<file path="src/hw/artmr_pkg.sv">
// package: register map, field positions, reset values and divider counts of the timer
package artmr_pkg;

  // register offsets on the 4-bit register port
  localparam logic [3:0] OFF_CTRL = 4'h0;
  localparam logic [3:0] OFF_RELOAD_LO = 4'h1;
  localparam logic [3:0] OFF_RELOAD_HI = 4'h2;
  localparam logic [3:0] OFF_COUNT_LO = 4'h3;
  localparam logic [3:0] OFF_COUNT_HI = 4'h4;
  localparam logic [3:0] OFF_CLKSEL = 4'h5;
  localparam logic [3:0] OFF_TMR_IE = 4'h6;
  localparam logic [3:0] OFF_EVT_STAT = 4'h7;
  localparam logic [3:0] OFF_EVT_CLR = 4'h8;
  localparam logic [3:0] OFF_EVT_EN = 4'h9;

  // timer_control_register field positions
  localparam int CTRL_HIGH_OVF = 7;
  localparam int CTRL_LOW_OVF = 6;
  localparam int CTRL_LOW_IE = 5;
  localparam int CTRL_CAPT_EN = 4;
  localparam int CTRL_SPLIT = 3;
  localparam int CTRL_RUN = 2;
  localparam int CTRL_XCLK_HI = 1;
  localparam int CTRL_XCLK_LO = 0;

  // clock_control_register fields and timer interrupt enable field
  localparam int CLKSEL_LOW = 0;
  localparam int CLKSEL_HIGH = 1;
  localparam int TMR_IE_BIT = 0;

  // event status layout: high overflow, low overflow, capture
  localparam int EVT_NUM = 3;
  localparam int EVT_HIGH_OVF = 0;
  localparam int EVT_LOW_OVF = 1;
  localparam int EVT_CAPTURE = 2;

  // external clock field encodings
  localparam logic [1:0] XCLK_SYS12_A = 2'h0;
  localparam logic [1:0] XCLK_EXT8 = 2'h1;
  localparam logic [1:0] XCLK_SYS12_B = 2'h2;
  localparam logic [1:0] XCLK_CMP = 2'h3;

  // reset values and the all-ones byte limit
  localparam logic [7:0] RST_BYTE = 8'h00;
  localparam logic [15:0] RST_WORD = 16'h0000;
  localparam logic [7:0] BYTE_ALL_ONES = 8'hFF;

  // divider counts
  localparam int SYS_DIV = 12;
  localparam int EXT_DIV = 8;
  localparam logic [3:0] SYS_DIV_LAST = 4'(SYS_DIV - 1);
  localparam logic [2:0] EXT_DIV_LAST = 3'(EXT_DIV - 1);

endpackage

</file>
<file path="src/hw/artmr_tick_if.sv">
// interface: single-cycle count strobes from the clock source block to the timer core
`timescale 1ns/10ps
`default_nettype none
interface artmr_tick_if;
  logic sys12_tick; // one pulse every twelve system clocks
  logic ext8_tick; // one pulse every eight external oscillator cycles
  logic cmp_tick; // one pulse per comparator rising edge

  modport src (output sys12_tick, output ext8_tick, output cmp_tick);
  modport snk (input sys12_tick, input ext8_tick, input cmp_tick);
endinterface
`default_nettype wire

</file>
<file path="src/hw/artmr_clk_src.sv">
// clock source block: system divider, external/comparator synchronisers and strobes
`timescale 1ns/10ps
`default_nettype none
module artmr_clk_src (
  input wire logic i_sys_clk, // system clock
  input wire logic i_rst_b, // async reset, active low
  input wire logic i_ext_osc, // external oscillator, asynchronous
  input wire logic i_comparator, // comparator output, asynchronous
  artmr_tick_if.src tick // count strobes
);
  logic [3:0] sys_div;
  logic [2:0] ext_div;
  logic ext_meta;
  logic ext_sync;
  logic ext_last;
  logic cmp_meta;
  logic cmp_sync;
  logic cmp_last;
  wire ext_rise = ext_sync & ~ext_last;
  wire cmp_rise = cmp_sync & ~cmp_last;
  wire sys_wrap = (sys_div == artmr_pkg::SYS_DIV_LAST);
  wire ext_wrap = ext_rise && (ext_div == artmr_pkg::EXT_DIV_LAST);

  // synchronise slow sources
  // first stages feed only the second stages, so no logic sees a metastable level
  always_ff @(posedge i_sys_clk or negedge i_rst_b) begin
    if (!i_rst_b) begin
      ext_meta <= 1'b0;
      ext_sync <= 1'b0;
      ext_last <= 1'b0;
      cmp_meta <= 1'b0;
      cmp_sync <= 1'b0;
      cmp_last <= 1'b0;
    end else begin
      ext_meta <= i_ext_osc;
      ext_sync <= ext_meta;
      ext_last <= ext_sync;
      cmp_meta <= i_comparator;
      cmp_sync <= cmp_meta;
      cmp_last <= cmp_sync;
    end
  end

  // divide by twelve and eight
  // ext must stay below half the system rate or edges are lost
  always_ff @(posedge i_sys_clk or negedge i_rst_b) begin
    if (!i_rst_b) begin
      sys_div <= 4'h0;
      ext_div <= 3'h0;
      tick.sys12_tick <= 1'b0;
      tick.ext8_tick <= 1'b0;
      tick.cmp_tick <= 1'b0;
    end else begin
      sys_div <= sys_wrap ? 4'h0 : sys_div + 4'h1;
      if (ext_rise) begin
        ext_div <= ext_div + 3'h1;
      end
      tick.sys12_tick <= sys_wrap;
      tick.ext8_tick <= ext_wrap;
      tick.cmp_tick <= cmp_rise;
    end
  end
endmodule
`default_nettype wire

</file>
<file path="src/hw/artmr_evt_irq.sv">
// event interrupt block: sticky status, write-one clear, enable and the interrupt line
`timescale 1ns/10ps
`default_nettype none
module artmr_evt_irq (
  input wire logic i_sys_clk, // system clock
  input wire logic i_rst_b, // async reset, active low
  input wire logic [2:0] i_evt, // one-cycle event pulses
  input wire logic i_clr_we, // write to the clear register
  input wire logic i_en_we, // write to the enable register
  input wire logic [2:0] i_wdata, // write data
  input wire logic i_timer_irq, // level request from the overflow flags
  output logic [2:0] o_status, // sticky status
  output logic [2:0] o_enable, // enable register
  output logic o_irq // interrupt line
);
  wire any_evt = |(o_status & o_enable);

  // one sticky bit per event; a set in the clearing cycle is kept
  genvar g;
  generate
    for (g = 0; g < artmr_pkg::EVT_NUM; g = g + 1) begin : g_stat
      always_ff @(posedge i_sys_clk or negedge i_rst_b) begin
        if (!i_rst_b) begin
          o_status[g] <= 1'b0;
        end else if (i_evt[g]) begin
          o_status[g] <= 1'b1;
        end else if (i_clr_we && i_wdata[g]) begin
          o_status[g] <= 1'b0;
        end
      end
    end
  endgenerate

  // enable register and registered interrupt line
  always_ff @(posedge i_sys_clk or negedge i_rst_b) begin
    if (!i_rst_b) begin
      o_enable <= 3'h0;
      o_irq <= 1'b0;
    end else begin
      if (i_en_we) begin
        o_enable <= i_wdata;
      end
      o_irq <= any_evt | i_timer_irq;
    end
  end
endmodule
`default_nettype wire

</file>
<file path="src/hw/artmr_top.sv">
// top of the auto-reload capture timer: register port, counter, reload and capture
// Functional notes
// - one 16-bit count from two bytes; split bit picks 16-bit or dual 8-bit
// - four clock sources; external and comparator synchronised to system clock
// - 16-bit mode at FFFF loads reload value (capture mode wraps to 0000), sets high flag
// - 16-bit mode with timer interrupt enabled interrupts on each full overflow
// - with low-byte enable too, low byte wrap also interrupts in 16-bit mode
// - split mode: each byte reloads from its own reload byte on its overflow
// - split mode: run bit gates only high byte; low byte always counts
// - per-byte select: 1 system clock, else external field picks the source
// - split mode: each byte wrap sets its own overflow flag
// - split mode interrupts on high wraps, and low wraps when low enable set
// - hardware never clears overflow flags; software clears them
// - capture trigger is comparator rise or eight external cycles, upper field bit
// - capture copies count into reload pair, sets high flag, may interrupt
// - capture times comparator or oscillator against system clock, sys/12 or the other source
//
// Chosen here: the placing of the registers and the strobed register port.
`timescale 1ns/10ps
`default_nettype none
module artmr_top (
  input wire logic i_sys_clk, // 200 MHz system clock
  input wire logic i_rst_b, // async reset, active low
  input wire logic [3:0] i_addr, // register address
  input wire logic [7:0] i_wdata, // write data
  input wire logic i_wr, // write strobe
  input wire logic i_rd, // read strobe
  input wire logic i_ext_osc, // external oscillator input
  input wire logic i_comparator, // comparator output
  output logic [7:0] o_rdata, // read data, valid the cycle after i_rd
  output logic o_irq // level interrupt
);
  // count strobes
  artmr_tick_if tick ();

  // software-visible state
  logic [7:0] count_low_byte;
  logic [7:0] count_high_byte;
  logic [7:0] reload_low_byte;
  logic [7:0] reload_high_byte;

  // control fields
  logic high_overflow_flag;
  logic low_overflow_flag;
  logic low_byte_irq_enable;
  logic capture_enable;
  logic split_mode_select;
  logic run_control;
  logic [1:0] external_clock_field;

  // selects and enable
  logic high_byte_clock_select;
  logic low_byte_clock_select;
  logic timer_irq_enable;

  // event block
  logic [2:0] evt_status;
  logic [2:0] evt_enable;
  logic irq_line;

  // address decode
  // unmapped offsets decode to nothing
  wire wr_ctrl = i_wr && (i_addr == artmr_pkg::OFF_CTRL);
  wire wr_rl_lo = i_wr && (i_addr == artmr_pkg::OFF_RELOAD_LO);
  wire wr_rl_hi = i_wr && (i_addr == artmr_pkg::OFF_RELOAD_HI);
  wire wr_cnt_lo = i_wr && (i_addr == artmr_pkg::OFF_COUNT_LO);
  wire wr_cnt_hi = i_wr && (i_addr == artmr_pkg::OFF_COUNT_HI);
  wire wr_clksel = i_wr && (i_addr == artmr_pkg::OFF_CLKSEL);
  wire wr_tmr_ie = i_wr && (i_addr == artmr_pkg::OFF_TMR_IE);
  wire wr_evt_clr = i_wr && (i_addr == artmr_pkg::OFF_EVT_CLR);
  wire wr_evt_en = i_wr && (i_addr == artmr_pkg::OFF_EVT_EN);

  artmr_clk_src u_clk_src (
    .i_sys_clk (i_sys_clk),
    .i_rst_b (i_rst_b),
    .i_ext_osc (i_ext_osc),
    .i_comparator (i_comparator),
    .tick (tick.src)
  );

  // shared external source per field
  // codes 00 and 10 both give the divide-by-twelve strobe
  wire ext_src_tick = (external_clock_field == artmr_pkg::XCLK_EXT8) ? tick.ext8_tick :
                      (external_clock_field == artmr_pkg::XCLK_CMP) ? tick.cmp_tick :
                      tick.sys12_tick;

  // per-byte clock select
  // select 1 steps every cycle
  wire low_src_tick = low_byte_clock_select ? 1'b1 : ext_src_tick;
  wire high_src_tick = high_byte_clock_select ? 1'b1 : ext_src_tick;

  // capture trigger from upper field bit
  // bit 0 times comparator edges, 1 oscillator/8 cycles
  // code 01 times the comparator on the oscillator, 11 the reverse
  wire capture_trigger_select = external_clock_field[1];
  wire capt_trig = capture_trigger_select ? tick.ext8_tick : tick.cmp_tick;
  wire capt_evt = capture_enable && capt_trig;

  // run bit gates high byte only in split mode
  // 16-bit mode steps on the low byte select
  wire step16 = !split_mode_select && run_control && low_src_tick;
  wire step_lo8 = split_mode_select && low_src_tick;
  wire step_hi8 = split_mode_select && run_control && high_src_tick;

  // byte limits
  wire lo_at_max = (count_low_byte == artmr_pkg::BYTE_ALL_ONES);
  wire hi_at_max = (count_high_byte == artmr_pkg::BYTE_ALL_ONES);
  wire [15:0] count16 = {count_high_byte, count_low_byte};
  wire [15:0] inc16 = count16 + 16'h0001;

  wire wrap16 = step16 && lo_at_max && hi_at_max;
  // per-byte wraps; the low byte also wraps inside the 16-bit count
  wire wrap_lo = (step16 || step_lo8) && lo_at_max;
  // high wraps on a full or own wrap
  wire wrap_hi = wrap16 || (step_hi8 && hi_at_max);

  // capture sets the high flag as an overflow does
  wire set_hi_flag = wrap_hi || capt_evt;
  wire set_lo_flag = wrap_lo;

  // next count: software write wins over counting in the same cycle
  logic [7:0] next_count_lo;
  logic [7:0] next_count_hi;
  always_comb begin
    next_count_lo = count_low_byte;
    next_count_hi = count_high_byte;

    if (step16) begin
      if (wrap16 && !capture_enable) begin
        // reload lands with the flag set
        next_count_lo = reload_low_byte;
        next_count_hi = reload_high_byte;
      end else begin
        // capture mode wraps freely so capture differences stay valid
        next_count_lo = inc16[7:0];
        next_count_hi = inc16[15:8];
      end
    end

    if (step_lo8) begin
      // low byte reloads from low reload
      next_count_lo = lo_at_max ? reload_low_byte : count_low_byte + 8'h01;
    end

    if (step_hi8) begin
      // high byte reloads from high reload
      next_count_hi = hi_at_max ? reload_high_byte : count_high_byte + 8'h01;
    end

    if (wr_cnt_lo) begin
      next_count_lo = i_wdata;
    end

    if (wr_cnt_hi) begin
      next_count_hi = i_wdata;
    end
  end

  // counter bytes
  // strobes gate the next value
  always_ff @(posedge i_sys_clk or negedge i_rst_b) begin
    if (!i_rst_b) begin
      count_low_byte <= artmr_pkg::RST_BYTE;
      count_high_byte <= artmr_pkg::RST_BYTE;
    end else begin
      count_low_byte <= next_count_lo;
      count_high_byte <= next_count_hi;
    end
  end

  // capture copies the count into the reload pair
  // copy lands in the flag-set cycle
  // a capture beats a software write to the reload pair in the same cycle
  wire [7:0] next_reload_lo = capt_evt ? count_low_byte :
                              wr_rl_lo ? i_wdata : reload_low_byte;
  wire [7:0] next_reload_hi = capt_evt ? count_high_byte :
                              wr_rl_hi ? i_wdata : reload_high_byte;

  // reload pair
  always_ff @(posedge i_sys_clk or negedge i_rst_b) begin
    if (!i_rst_b) begin
      reload_low_byte <= artmr_pkg::RST_BYTE;
      reload_high_byte <= artmr_pkg::RST_BYTE;
    end else begin
      reload_low_byte <= next_reload_lo;
      reload_high_byte <= next_reload_hi;
    end
  end

  // flags set by hardware events or a software write of one, cleared only by software
  // a set in the same cycle as a software clear wins
  wire next_hi_flag = set_hi_flag ||
                      (wr_ctrl ? i_wdata[artmr_pkg::CTRL_HIGH_OVF] : high_overflow_flag);
  wire next_lo_flag = set_lo_flag ||
                      (wr_ctrl ? i_wdata[artmr_pkg::CTRL_LOW_OVF] : low_overflow_flag);

  // timer_control_register
  always_ff @(posedge i_sys_clk or negedge i_rst_b) begin
    if (!i_rst_b) begin
      high_overflow_flag <= 1'b0;
      low_overflow_flag <= 1'b0;
      low_byte_irq_enable <= 1'b0;
      capture_enable <= 1'b0;
      split_mode_select <= 1'b0;
      run_control <= 1'b0;
      external_clock_field <= 2'h0;
    end else begin
      high_overflow_flag <= next_hi_flag;
      low_overflow_flag <= next_lo_flag;

      if (wr_ctrl) begin
        low_byte_irq_enable <= i_wdata[artmr_pkg::CTRL_LOW_IE];
        capture_enable <= i_wdata[artmr_pkg::CTRL_CAPT_EN];
        split_mode_select <= i_wdata[artmr_pkg::CTRL_SPLIT];
        run_control <= i_wdata[artmr_pkg::CTRL_RUN];
        external_clock_field <= i_wdata[artmr_pkg::CTRL_XCLK_HI:artmr_pkg::CTRL_XCLK_LO];
      end
    end
  end

  // clock select and timer interrupt enable
  always_ff @(posedge i_sys_clk or negedge i_rst_b) begin
    if (!i_rst_b) begin
      high_byte_clock_select <= 1'b0;
      low_byte_clock_select <= 1'b0;
      timer_irq_enable <= 1'b0;
    end else begin
      if (wr_clksel) begin
        high_byte_clock_select <= i_wdata[artmr_pkg::CLKSEL_HIGH];
        low_byte_clock_select <= i_wdata[artmr_pkg::CLKSEL_LOW];
      end

      if (wr_tmr_ie) begin
        timer_irq_enable <= i_wdata[artmr_pkg::TMR_IE_BIT];
      end
    end
  end

  // clearing flags drops it
  // high flag requests in every mode
  // low flag adds in every mode when low enable set
  // capture shares the high flag path
  wire timer_irq = timer_irq_enable &&
                   (high_overflow_flag || (low_byte_irq_enable && low_overflow_flag));

  // event status, clear and enable
  // pulses last one cycle
  wire [2:0] evt_pulse;
  assign evt_pulse[artmr_pkg::EVT_HIGH_OVF] = wrap_hi;
  assign evt_pulse[artmr_pkg::EVT_LOW_OVF] = wrap_lo;
  assign evt_pulse[artmr_pkg::EVT_CAPTURE] = capt_evt;

  // event wins over a clear
  artmr_evt_irq u_evt_irq (
    .i_sys_clk (i_sys_clk),
    .i_rst_b (i_rst_b),
    .i_evt (evt_pulse),
    .i_clr_we (wr_evt_clr),
    .i_en_we (wr_evt_en),
    .i_wdata (i_wdata[2:0]),
    .i_timer_irq (timer_irq),
    .o_status (evt_status),
    .o_enable (evt_enable),
    .o_irq (irq_line)
  );

  // read mux; write-only and unmapped offsets read zero
  // count bytes are not latched
  wire [7:0] ctrl_rd = {high_overflow_flag, low_overflow_flag, low_byte_irq_enable,
                        capture_enable, split_mode_select, run_control, external_clock_field};
  wire [7:0] rd_mux = (i_addr == artmr_pkg::OFF_CTRL) ? ctrl_rd :
                      (i_addr == artmr_pkg::OFF_RELOAD_LO) ? reload_low_byte :
                      (i_addr == artmr_pkg::OFF_RELOAD_HI) ? reload_high_byte :
                      (i_addr == artmr_pkg::OFF_COUNT_LO) ? count_low_byte :
                      (i_addr == artmr_pkg::OFF_COUNT_HI) ? count_high_byte :
                      (i_addr == artmr_pkg::OFF_CLKSEL) ?
                        {6'h00, high_byte_clock_select, low_byte_clock_select} :
                      (i_addr == artmr_pkg::OFF_TMR_IE) ? {7'h00, timer_irq_enable} :
                      (i_addr == artmr_pkg::OFF_EVT_STAT) ? {5'h00, evt_status} :
                      (i_addr == artmr_pkg::OFF_EVT_EN) ? {5'h00, evt_enable} :
                      8'h00;

  // read data stands only in the cycle after the strobe
  always_ff @(posedge i_sys_clk or negedge i_rst_b) begin
    if (!i_rst_b) begin
      o_rdata <= 8'h00;
    end else begin
      o_rdata <= i_rd ? rd_mux : 8'h00;
    end
  end

  // irq is already a flop inside the event block; pass it straight out
  assign o_irq = irq_line;
endmodule
`default_nettype wire

</file>
<file path="config.mk">
export PLATFORM = sky130hd
export DESIGN_NAME = artmr_top
export DESIGN_NICKNAME = d
export VERILOG_FILES = /design/src/hw/artmr_pkg.sv /design/src/hw/artmr_tick_if.sv /design/src/hw/artmr_clk_src.sv /design/src/hw/artmr_evt_irq.sv /design/src/hw/artmr_top.sv
export SDC_FILE = /design/constraint.sdc
export NUM_CORES = 1
export LEC_CHECK = 0
export BUFFER_PORTS_ARGS = -buffer_cell sky130_fd_sc_hd__buf_2
export CORE_UTILIZATION = 61
export DETAILED_ROUTE_END_ITERATION = 16
export PLACE_DENSITY = 0.8
export SYNTH_ARGS = -nofsm -noshare
export SYNTH_HDL_FRONTEND = slang
export SYNTH_SLANG_ARGS = --single-unit
</file>
<file path="constraint.sdc">
create_clock -name i_sys_clk -period 2.5 [get_ports i_sys_clk]
set_input_delay 0.5 -clock i_sys_clk [delete_from_list [all_inputs] [get_ports i_sys_clk]]
set_output_delay 0.5 -clock i_sys_clk [all_outputs]
set_load 0.02 [all_outputs]
</file>
# Word-level counts from Yosys, hierarchy flattened

Cells that the tools add are included.

Flip-flop bits (word level): 74
Logic and storage cells: 138

Add/sub/neg operators: 5
Equal/unequal tests: 15
Multiplexer cells: 38
Bitwise logic cells: 6
Reduce and logical (&&, ||, !) cells: 43

Operators by type and width:

| cell                                                            | count |
|---|---|
| 8-bit two-way mux                                               | 20 |
| 1-bit logical AND                                               | 26 |
| 16-bit by 1-bit adder with 16-bit output, second input constant | 1 |
| 8-bit by 1-bit adder with 8-bit output, second input constant   | 2 |
| 4-bit by 3-bit == test with 1-bit output, second input constant | 4 |
| 8-bit == test, second input constant                            | 2 |
| 1-bit two-way mux                                               | 13 |
| 4-bit == test, second input constant                            | 3 |
| 3-bit two-way mux                                               | 4 |
| 2-bit nonzero test                                              | 5 |
| 4-bit by 2-bit == test with 1-bit output, second input constant | 2 |
| 1-bit logical OR                                                | 6 |
| 3-bit nonzero test                                              | 2 |
| 4-bit by 1-bit adder with 4-bit output, second input constant   | 1 |
| 4-bit by 1-bit == test with 1-bit output, second input constant | 1 |
| 4-bit logical NOT                                               | 1 |
| 4-bit two-way mux                                               | 1 |
| 3-bit by 1-bit adder with 3-bit output, second input constant   | 1 |
| 3-bit AND                                                       | 1 |
| 3-bit == test, second input constant                            | 1 |
| 3-bit OR reduction                                              | 1 |
| 1-bit AND                                                       | 2 |
| 2-bit by 1-bit == test with 1-bit output, second input constant | 1 |
| 2-bit == test, second input constant                            | 1 |
| other kinds (3)                                                 | 5 |

# Longest topological paths before layout

Gate-level depths: netlist (run 1).

Depth after elaboration: 12
Mapped depth: 9
Mapped depth without buffers: 7

# By module

From an unflattened synthesis (run 1), not the netlist that was laid out.

Cells, all modules: 471
Area, all modules: 4459.3 µm²

By module, submodules not included:

| module        | instances | cells an instance | area an instance (µm²) | sequential area each (µm²) |
|---|---|---|---|---|
| artmr_top     | 1         | 418               | 3632.2                 | 1276.2 |
| artmr_clk_src | 1         | 34                | 568.0                  | 400.4 |
| artmr_evt_irq | 1         | 19                | 259.0                  | 175.2 |

# Worst setup path after synthesis (run 1)

No wires, ideal clock.

Path type: register -> register
From: register count_high_byte[0]
To: register count_high_byte[5]
Library setup time: 77 ps
Arrival time: 2107 ps
Data required time: 2423 ps
Slack: 315 ps
Stages on the path, launching flop included: 9
Buffers on the path: 1
Cells stage by stage: dfrtp_1 > ha_1 > nand4_2 > or3_1 > or4_4 > buf_6 > nand2_1 > o211ai_1 > a21oi_1

Longest elaborated chain between the ends: 7
Elaborated cells on any way between the ends: 10

RTL lines:

| element                                                                                          | RTL line         | source |
|---|---|---|
| from (decl)                                                                                      | artmr_top.sv:38  | `logic [7:0] count_high_byte;` |
| from (signal assigned)                                                                           | artmr_top.sv:164 | `count_high_byte <= artmr_pkg::RST_BYTE;` |
| from (signal assigned)                                                                           | artmr_top.sv:167 | `count_high_byte <= next_count_hi;` |
| parallel branches: the longest is 5 deep, another holds 16-bit by 1-bit adder with 16-bit output | --               |  |
| 8-bit two-way mux (*)                                                                            | artmr_top.sv:145 | `if (step_hi8) begin` |
| 8-bit two-way mux (*)                                                                            | artmr_top.sv:154 | `if (wr_cnt_hi) begin` |

Mark *: on every way between the ends. The select of a mux whose other input is x is not followed.
A chain may end at the register's enable or synchronous reset.

# Worst setup path after layout (run 1)

From: register count_high_byte[0]
To: register count_high_byte[3]

The elaborated chain is that of the path after synthesis.

==> results of run 1 <==
-- layer usage --
layer | global-route usage [%] | vias to the layer above | wire length (µm)
met4 | 15.9 | 0 | 363
met2 | 52.5 | 197 | 5290
met5 | 0 | - | 0
li1 | - | 1734 | -
met1 | 45.4 | 1803 | 4950
met3 | 5.20 | 32 | 847
-- Yosys cell counts (4+ instances only) --
cell | count | share of area (%)
nand3_1 | 13 | 1.5
and2_1 | 6 | 0.87
a211oi_1 | 9 | 1.6
or2_2 | 7 | 1.0
a21oi_1 | 44 | 5.1
nor2_1 | 51 | 4.4
ha_1 | 5 | 1.5
nand2b_1 | 6 | 0.87
mux2_2 | 19 | 5.0
buf_4 | 4 | 0.70
nor2b_1 | 6 | 0.87
or3_1 | 5 | 0.73
nand2_1 | 39 | 3.4
clkbuf_1 | 16 | 1.4
buf_2 | 6 | 0.70
a31oi_1 | 4 | 0.58
xor2_1 | 7 | 1.4
o22ai_1 | 9 | 1.3
o211ai_1 | 4 | 0.70
mux2i_1 | 23 | 5.3
xnor2_1 | 8 | 1.6
nor3_1 | 15 | 1.7
dfrtp_1 | 74 | 43
o21ai_0 | 22 | 2.6
inv_1 | 12 | 1.0
a22oi_1 | 12 | 2.1
-- critical path, delay by kind of cell, from the launching register on --
family	cells	cell delay, ns
flip-flops	1	0.49
AND/OR/NAND/NOR	4	1.17
AO/OA/AOI/OAI	2	0.23
adder cells (fa/ha/maj)	1	0.32
-- stage by stage --
| step | instance area, µm² | instances | total power, µW |
|---|---|---|---|
| 4_1_cts | 4740 | 596 | 4520 |
| 3_5_place_dp | 4530 | 580 | 3510 |
| 5_1_grt | 4740 | 596 | 4810 |
| 3_3_place_gp | 4530 | 580 | 3440 |
| 2_1_floorplan | 4310 | 473 | 3090 |
| 6_report | 4740 | 596 | 4540 |
-- power by group --
| group | internal, µW | switching, µW |
|---|---|---|
| logic | 697 | 797 |
| registers | 1550 | 497 |
| clock network | 502 | 492 |
| total | 2750 | 1790 |
-- logic make-up (layout without fill, tap and decap cells) --
| logic type | Yosys count | after routing |
|---|---|---|
| buf+inv | 44 | 71 |
| xor+xnor | 15 | 15 |
| compound gates | 125 | 125 |
| simple gates | 168 | 168 |
| fa+ha+maj | 5 | 5 |
| mux | 42 | 42 |
| flops | 74 | 74 |
-- final cells by class --
type | count | area share (%)
clock buffers | 10 | 2.90
inverters | 12 | 0.949
multi-input cells | 355 | 47.6
repair buffers | 43 | 5.49
clock inverters | 6 | 1.53
well taps | 96 | 2.53
flip-flops and latches | 74 | 39.0
-- registers in the layout, indices dropped and copies added, names as in the netlist, 2 cells and up --
register / cells
count_high_byte: 8
u_clk_src.ext_div: 3
u_evt_irq.o_status: 3
external_clock_field: 2
count_low_byte: 8
u_evt_irq.o_enable: 3
u_clk_src.sys_div: 4
reload_high_byte: 8
reload_low_byte: 8
o_rdata: 8
-- how the worst max path moves through the flow --
stage	to	slack [ns]	cells after the start
2_1_floorplan	count_high_byte[5]	0.32	8
3_3_place_gp	count_high_byte[5]	0.36	6
3_5_place_dp	count_high_byte[3]	0.28	7
4_1_cts	count_high_byte[3]	0.24	7
5_1_grt	count_high_byte[5]	0.09	7
6_report	count_high_byte[3]	0.20	7
==> impl_metrics.env, run 1 <==
export IMPL_tightest_slew_ns=0.908
export IMPL_io_buffer_count=26
export IMPL_fp_dieArea_mm2=0.00741
export IMPL_io_pin_count=27
export IMPL_clock_sinks=74
export IMPL_crit_path_start_kind="flip-flop"
export IMPL_p_per_area_mw_per_mm2=957
export IMPL_synth_simple_area_share_pct=19.3
export IMPL_maxCapViolCount=0
export IMPL_synth_adder_area_share_pct=1.45
export IMPL_drc=0
export IMPL_drt_wirelength_per_cell_um=19.2
export IMPL_preCtsSetupSlack_ns=0.277
export IMPL_whs_endpoint="u_clk_src.cmp_meta"
export IMPL_grt_total_usage_pct=33.4
export IMPL_final_nets=518
export IMPL_regArea_mm2=0.00185
export IMPL_area_growth_pct=9.98
export IMPL_rrSetupSlack_ns=0.20
export IMPL_grt_max_degree=75
export IMPL_mostFrequentLayoutCells="dfrtp_1 (74), nor2_1 (51), a21oi_1 (44)"
export IMPL_post_synth_xor_area_fraction_pct=3.05
export IMPL_ff2ff_path_depth=7
export IMPL_ys_async_sr_fraction_pct=100
export IMPL_slowest_stage="or4_4"
export IMPL_r2r_end="count_high_byte[3]"
export IMPL_grt_overflow=0
export IMPL_hp_start="i_comparator"
export IMPL_leakage_uw=0.00201
export IMPL_antenna_found_initial=0
export IMPL_synthMuxAreaShare_pct=10.3
export IMPL_synth_area_mm2=0.00431
export IMPL_cp_data_arrival_time_ns=2.58
export IMPL_start_util_pct=63.5
export IMPL_core_area_mm2=0.00679
export IMPL_post_cts_buffers=0
export IMPL_antenna_cells=0
export IMPL_cts_clk_slew_worst_paths_ns=0.08
export IMPL_synth_distinct_cells=53
export IMPL_rows=30
export IMPL_wirelength_um=11400
export IMPL_cts_hold_buf=0
export IMPL_peakVddDrop_mv=0.585
export IMPL_ant_nets=0
export IMPL_ys_warn_count=0
export IMPL_htree_levels=3
export IMPL_finish_utilization_pct=69.8
export IMPL_period_share_pct=91.8
export IMPL_setup_tns_ns=0
export IMPL_clk_insertion_delay_late_ns=0.36
export IMPL_synth_flop_cell="dfrtp_1"
export IMPL_crit_path_max_incr_delay_ns=0.51
export IMPL_end_kind="flip-flop"
export IMPL_critical_path_class="flip-flop to flip-flop"
export IMPL_finClkSkew_ns=0.00519
export IMPL_final_common_cell="dfrtp_1"
export IMPL_worstReg2RegStart="count_high_byte[0]"
export IMPL_outcome="completed"
export IMPL_worst_ep_required_time_ns=2.79
export IMPL_slew_viol_final=0
export IMPL_crit_path_start="count_high_byte[0]"
export IMPL_place_hpwl_um=8230
export IMPL_setup_slack_ns=0.204
export IMPL_cts_root_buf="clkbuf_8"
export IMPL_syn_num_nets=496
export IMPL_synth_compound_area_share_pct=18.3
export IMPL_cts_buffers=9
export IMPL_max_freq_mhz=436
export IMPL_synth_top_family_by_area="simple AND/OR/NAND/NOR gates"
export IMPL_slew_headroom_pct=39.4
export IMPL_hold_ws_ns=0.240
export IMPL_syn_inst=473
export IMPL_grt_pass1_wl_um=18600
export IMPL_synth_seq_area_share_pct=42.9
export IMPL_hold_depth=1
export IMPL_rsz0062_at_grt="no"
export IMPL_vias=3766
export IMPL_die_h_um=86.1
export IMPL_nFillCells=534
export IMPL_grt_pass1_vias=3583
export IMPL_hold_class="input port to flip-flop"
export IMPL_drive_gt1_share_pct=19.0
export IMPL_synth_seq_cells=74
export IMPL_synth_edff_count=0
export IMPL_cts_tree="built"
export IMPL_finalSetupViolations=0
export IMPL_crit_chain="ha_1 > nand4_2 > or3_1 > or4_4 > nand2_1 > o211ai_1 > a21oi_1"
export IMPL_path_max_fanout=8
export IMPL_gp_congestion=0.996
export IMPL_die_width_um=86.1
export IMPL_ctsLongestPathBuffers=2
export IMPL_via_per_inst=6.32
export IMPL_hold_viol=0
export IMPL_initialDrtViolationCount=444
export IMPL_fin_crit_ns=2.30
export IMPL_multi_input_area_mm2=0.00226
export IMPL_dr_pass1_iters=7
export IMPL_avgSynthCellArea_um2=9.12
export IMPL_cts_resized=0
Note: power is estimated with default switching activity, not from simulation.
==> run 2: changes to the inputs <==
- REMOVE_ABC_BUFFERS: unset -> 1
==> run 2 against run 1 <==
Net effect:
- worst hold slack got worse by 0.11 ns
- global-route usage decreased by 1.6 points
- sequential cell count unchanged
- non-clock buffer count decreased by 1
- clock skew increased by 0.0089 ns
- critical endpoint is now count_high_byte[1]
- highest routed layer unchanged
==> impl_metrics.env, run 2 (synthesis gave the netlist of run 1 again) <==
export IMPL_grt_max_degree=75
export IMPL_finalSetupViolations=0
export IMPL_seq_power_share_pct=47.1
export IMPL_worstReg2RegStart="count_low_byte[0]"
export IMPL_cp_data_arrival_time_ns=2.54
export IMPL_final_nets=517
export IMPL_placed_cells=579
export IMPL_rsz0062_at_grt="no"
export IMPL_fp_dieArea_mm2=0.00741
export IMPL_crit_path_start_kind="flip-flop"
export IMPL_finClkSkew_ns=0.0140
export IMPL_dr_pass1_iters=5
export IMPL_power_frac_comb_pct=33.0
export IMPL_hold_class="input port to asynchronous set/reset pin"
export IMPL_max_freq_mhz=443
export IMPL_p_total_uw=4380
export IMPL_grt_pass1_vias=3498
export IMPL_rows=30
export IMPL_drt_wirelength_per_cell_um=18.4
export IMPL_vias=3717
export IMPL_clk_insertion_delay_late_ns=0.36
export IMPL_ff2ff_path_depth=7
export IMPL_r2r_end="count_high_byte[1]"
export IMPL_final_cells=595
export IMPL_leakage_uw=0.00199
export IMPL_cts_buffers=9
export IMPL_clockPowerShare_pct=19.9
export IMPL_htree_levels=3
export IMPL_initialDrtViolationCount=490
export IMPL_area_growth_pct=9.45
export IMPL_nFillCells=527
export IMPL_die_width_um=86.1
export IMPL_maxCapViolCount=0
export IMPL_grt_overflow=0
export IMPL_cts_resized=0
export IMPL_worst_ep_required_time_ns=2.78
export IMPL_ant_nets=0
export IMPL_cts_clk_slew_worst_paths_ns=0.09
export IMPL_mostFrequentLayoutCells="dfrtp_1 (74), nor2_1 (51), a21oi_1 (44)"
export IMPL_drc=0
export IMPL_post_cts_buffers=0
export IMPL_p_sw_share_pct=40.2
export IMPL_hold_viol=0
export IMPL_p_per_area_mw_per_mm2=927
export IMPL_grt_pass1_wl_um=17900
export IMPL_slew_headroom_pct=66.2
export IMPL_die_h_um=86.1
export IMPL_place_hpwl_um=7680
export IMPL_p_int_uw=2620
export IMPL_path_max_fanout=8
export IMPL_setup_tns_ns=0
export IMPL_final_common_cell="dfrtp_1"
export IMPL_critical_path_class="flip-flop to flip-flop"
export IMPL_start_util_pct=63.5
export IMPL_slew_viol_final=0
export IMPL_crit_chain="ha_1 > nand4_2 > or2_1 > or4_4 > nand2_1 > o211ai_1 > a21oi_1"
export IMPL_period_share_pct=90.3
export IMPL_core_area_mm2=0.00679
export IMPL_outcome="completed"
export IMPL_io_pin_count=27
export IMPL_gp_congestion=1.01
export IMPL_cts_root_buf="clkbuf_8"
export IMPL_crit_path_max_incr_delay_ns=0.60
export IMPL_cts_hold_buf=0
export IMPL_wirelength_um=10900
export IMPL_peakVddDrop_mv=0.557
export IMPL_cts_tree="built"
export IMPL_drive_gt1_share_pct=18.8
export IMPL_io_buffer_count=26
export IMPL_end_kind="flip-flop"
export IMPL_via_per_inst=6.25
export IMPL_p_sw_uw=1760
export IMPL_antenna_found_initial=0
export IMPL_rrSetupSlack_ns=0.24
export IMPL_tightest_slew_ns=0.506
export IMPL_fin_crit_ns=2.26
export IMPL_clock_sinks=74
export IMPL_ctsLongestPathBuffers=2
export IMPL_slowest_stage="or4_4"
export IMPL_grt_total_usage_pct=31.8
export IMPL_antenna_cells=0
[run 2: through the flow]
step | cell area, µm² | hold WS, ns | utilization [%] | setup slack, ns
2_1_floorplan | 4150 | 0.204 | - | 0.369
3_3_place_gp | 4540 | 0.335 | 66.8 | 0.345
3_5_place_dp | 4540 | 0.336 | 66.8 | 0.293
4_1_cts | 4720 | 0.163 | 69.5 | 0.269
5_1_grt | 4720 | 0.179 | 69.5 | 0.0841
6_report | 4720 | 0.125 | 69.5 | 0.241
[run 2: layout make-up]
| class | count | area, µm² | area share (%) |
|---|---|---|---|
| Multi-Input combinational cell | 355 | 2260 | 47.8 |
| Sequential cell | 74 | 1850 | 39.2 |
| Timing Repair Buffer | 42 | 265 | 5.62 |
| Clock buffer | 9 | 124 | 2.62 |
| Tap cell | 96 | 120 | 2.54 |
| Clock inverter | 7 | 58.8 | 1.25 |
| Inverter | 12 | 45.0 | 0.954 |
[run 2: worst max-delay path by stage]
stage	startpoint	to
5_1_grt	count_low_byte[0]	count_high_byte[3]
4_1_cts	count_low_byte[0]	count_high_byte[3]
6_report	count_low_byte[0]	count_high_byte[1]
2_1_floorplan	count_high_byte[0]	count_high_byte[1]
3_3_place_gp	count_high_byte[0]	count_high_byte[5]
3_5_place_dp	count_low_byte[0]	count_high_byte[3]
[run 2: critical path, delay by kind of cell, from the launching register on]
kind,cells,cell delay (ns)
AO/OA/AOI/OAI,2,0.26
adder cells (fa/ha/maj),1,0.28
flip-flops,1,0.51
AND/OR/NAND/NOR,4,1.13
[run 2: power by group through the flow]
stage / Clock (µW) / Sequential (µW) / Combinational [µW]
global route: 933 / 2110 / 1620
global placement: 0 / 2040 / 1390
finish: 873 / 2060 / 1440
CTS: 889 / 2040 / 1430
floorplan: 0 / 1940 / 1050
detailed placement: 0 / 2060 / 1420
[run 2: metal layers]
layer,up-vias,part of all wire (%),global-route usage (%)
met5,-,0,0
met4,0,2.9,14.5
met3,25,7.6,4.62
met2,172,46,49.1
met1,1788,43,44.4
li1,1732,-,-
==> run 3: changes to the inputs <==
- CELL_PAD_IN_SITES_DETAIL_PLACEMENT: unset -> 1
- CELL_PAD_IN_SITES_GLOBAL_PLACEMENT: unset -> 1
- CORE_UTILIZATION: 61 -> 47
- PLACE_DENSITY: 0.8 -> unset
- PLACE_DENSITY_LB_ADDON: unset -> 0.1
==> run 3 against run 2 <==
Net effect:
- critical path depth is the same
- power grew 8.0%
- global-route usage shrank 2.4 points
- via count grew 1.7%
- sequential share of layout area shrank 0.93 points
- core utilization shrank 15 points
- non-clock buffer count grew 6
- routed wire length grew 19%
- count of clock-buffer cells in the layout is the same
- register-to-register slack lost 0.08 ns
==> impl_metrics.env, run 3 (synthesis gave the netlist of run 1 again) <==
export IMPL_outcome="completed"
export IMPL_crit_path_start_kind="flip-flop"
export IMPL_max_freq_mhz=427
export IMPL_initialDrtViolationCount=248
export IMPL_antenna_found_initial=0
export IMPL_power_frac_comb_pct=33.5
export IMPL_p_sw_share_pct=39.4
export IMPL_cts_hold_buf=0
export IMPL_start_util_pct=49.0
export IMPL_clock_sinks=74
export IMPL_cts_root_buf="clkbuf_8"
export IMPL_htree_levels=3
export IMPL_preCtsSetupSlack_ns=0.174
export IMPL_drc=0
export IMPL_multi_input_area_mm2=0.00226
export IMPL_ant_nets=0
export IMPL_p_sw_uw=1860
export IMPL_cts_buffers=9
export IMPL_setup_slack_ns=0.158
export IMPL_drive_gt1_share_pct=20.2
export IMPL_seq_power_share_pct=43.1
export IMPL_core_area_mm2=0.00881
export IMPL_tightest_slew_ns=0.605
export IMPL_grt_max_degree=44
export IMPL_crit_path_max_incr_delay_ns=0.52
export IMPL_p_per_area_mw_per_mm2=978
export IMPL_mostFrequentLayoutCells="dfrtp_1 (74), nor2_1 (51), a21oi_1 (44)"
export IMPL_clk_insertion_delay_late_ns=0.37
export IMPL_slew_headroom_pct=59.7
export IMPL_antenna_cells=0
export IMPL_maxCapViolCount=0
export IMPL_die_width_um=97.8
export IMPL_grt_pass1_wl_um=21700
export IMPL_nFillCells=1028
export IMPL_worst_ep_required_time_ns=2.78
export IMPL_area_growth_pct=12.1
export IMPL_period_share_pct=93.7
export IMPL_p_int_uw=2870
export IMPL_hold_ws_ns=0.125
export IMPL_cts_clk_slew_worst_paths_ns=0.10
export IMPL_gp_congestion=0.898
export IMPL_finClkSkew_ns=0.0177
export IMPL_cts_resized=0
export IMPL_regArea_mm2=0.00185
export IMPL_crit_chain="ha_2 > nand4_2 > or3_1 > or4_4 > nand2_1 > o211ai_1 > a21oi_1"
export IMPL_via_per_inst=6.17
export IMPL_ff2ff_path_depth=7
export IMPL_rsz0062_at_grt="no"
export IMPL_slew_viol_final=0
export IMPL_io_buffer_count=26
export IMPL_drt_wirelength_per_cell_um=21.3
export IMPL_place_hpwl_um=9520
export IMPL_grt_overflow=0
export IMPL_end_kind="flip-flop"
export IMPL_grt_total_usage_pct=29.4
export IMPL_cp_data_arrival_time_ns=2.63
export IMPL_clockPowerShare_pct=23.4
export IMPL_rrSetupSlack_ns=0.16
export IMPL_path_max_fanout=8
export IMPL_io_pin_count=27
export IMPL_die_h_um=97.8
export IMPL_grt_pass1_vias=3986
export IMPL_dr_pass1_iters=4
export IMPL_hold_viol=0
export IMPL_worstReg2RegStart="count_high_byte[0]"
export IMPL_peakVddDrop_mv=0.430
export IMPL_ctsLongestPathBuffers=2
export IMPL_finalSetupViolations=0
export IMPL_setup_tns_ns=0
export IMPL_vias=3780
export IMPL_fin_area_mm2=0.00484
export IMPL_fin_crit_ns=2.34
export IMPL_final_nets=523
export IMPL_cts_tree="built"
export IMPL_r2r_end="count_high_byte[1]"
export IMPL_leakage_uw=0.00205
export IMPL_wirelength_um=13100
export IMPL_dpl_cell_area_mm2=0.00460
export IMPL_critical_path_class="flip-flop to flip-flop"
export IMPL_rows=34
export IMPL_final_common_cell="dfrtp_1"
export IMPL_fp_dieArea_mm2=0.00957
export IMPL_hold_class="input port to asynchronous set/reset pin"
export IMPL_post_cts_buffers=0
export IMPL_slowest_stage="or4_4"
## run 3: worst max-delay path: cells and delay by family (launching register included)
| family | cells | cell delay [ns] |
|---|---|---|
| adder cells (fa/ha/maj) | 1 | 0.29 |
| AND/OR/NAND/NOR | 4 | 1.21 |
| flip-flops | 1 | 0.51 |
| AO/OA/AOI/OAI | 2 | 0.26 |
## run 3: power groups by stage
stage	clock network [µW]	logic, µW	registers, µW
4_1_cts	1130	1580	2020
5_1_grt	1180	1760	2090
2_1_floorplan	0	1050	1940
6_report	1110	1590	2040
3_3_place_gp	0	1500	2020
3_5_place_dp	0	1560	2040
## run 3: worst max-delay path by stage
stage                             from            endpoint  slack, ns  depth (start not counted)
finish              count_high_byte[0]  count_high_byte[1]       0.16                          7
global route        count_high_byte[0]  count_high_byte[1]      0.001                          7
CTS                 count_high_byte[0]  count_high_byte[1]       0.14                          7
detailed placement  count_high_byte[0]  count_high_byte[1]       0.17                          7
global placement    count_high_byte[0]  count_high_byte[5]       0.29                          6
floorplan           count_high_byte[0]  count_high_byte[1]       0.37                          7
## run 3: final cells by class
class                           instances  area share (%)
Timing Repair Buffer                   48            6.41
Inverter                               12           0.931
Clock inverter                          7            2.25
Clock buffer                            9            2.56
Sequential cell                        74            38.3
Multi-Input combinational cell        355            46.8
Tap cell                              108            2.79
## run 3: stage by stage
step | util (%) | instances | total power [µW]
6_report | 54.9 | 613 | 4730
5_1_grt | 54.9 | 613 | 5020
4_1_cts | 54.9 | 613 | 4730
3_5_place_dp | 52.2 | 597 | 3600
3_3_place_gp | 52.2 | 597 | 3520
2_1_floorplan | - | 441 | 2990
## run 3: per-layer routing
layer  global-route usage (%)  up-vias  share of wire (%)
li1                         -     1749                  -
met1                     41.3     1943                 47
met2                     47.4       73                 48
met3                     5.01       15                3.9
met4                     7.69        0                1.3
met5                        0        -                  0
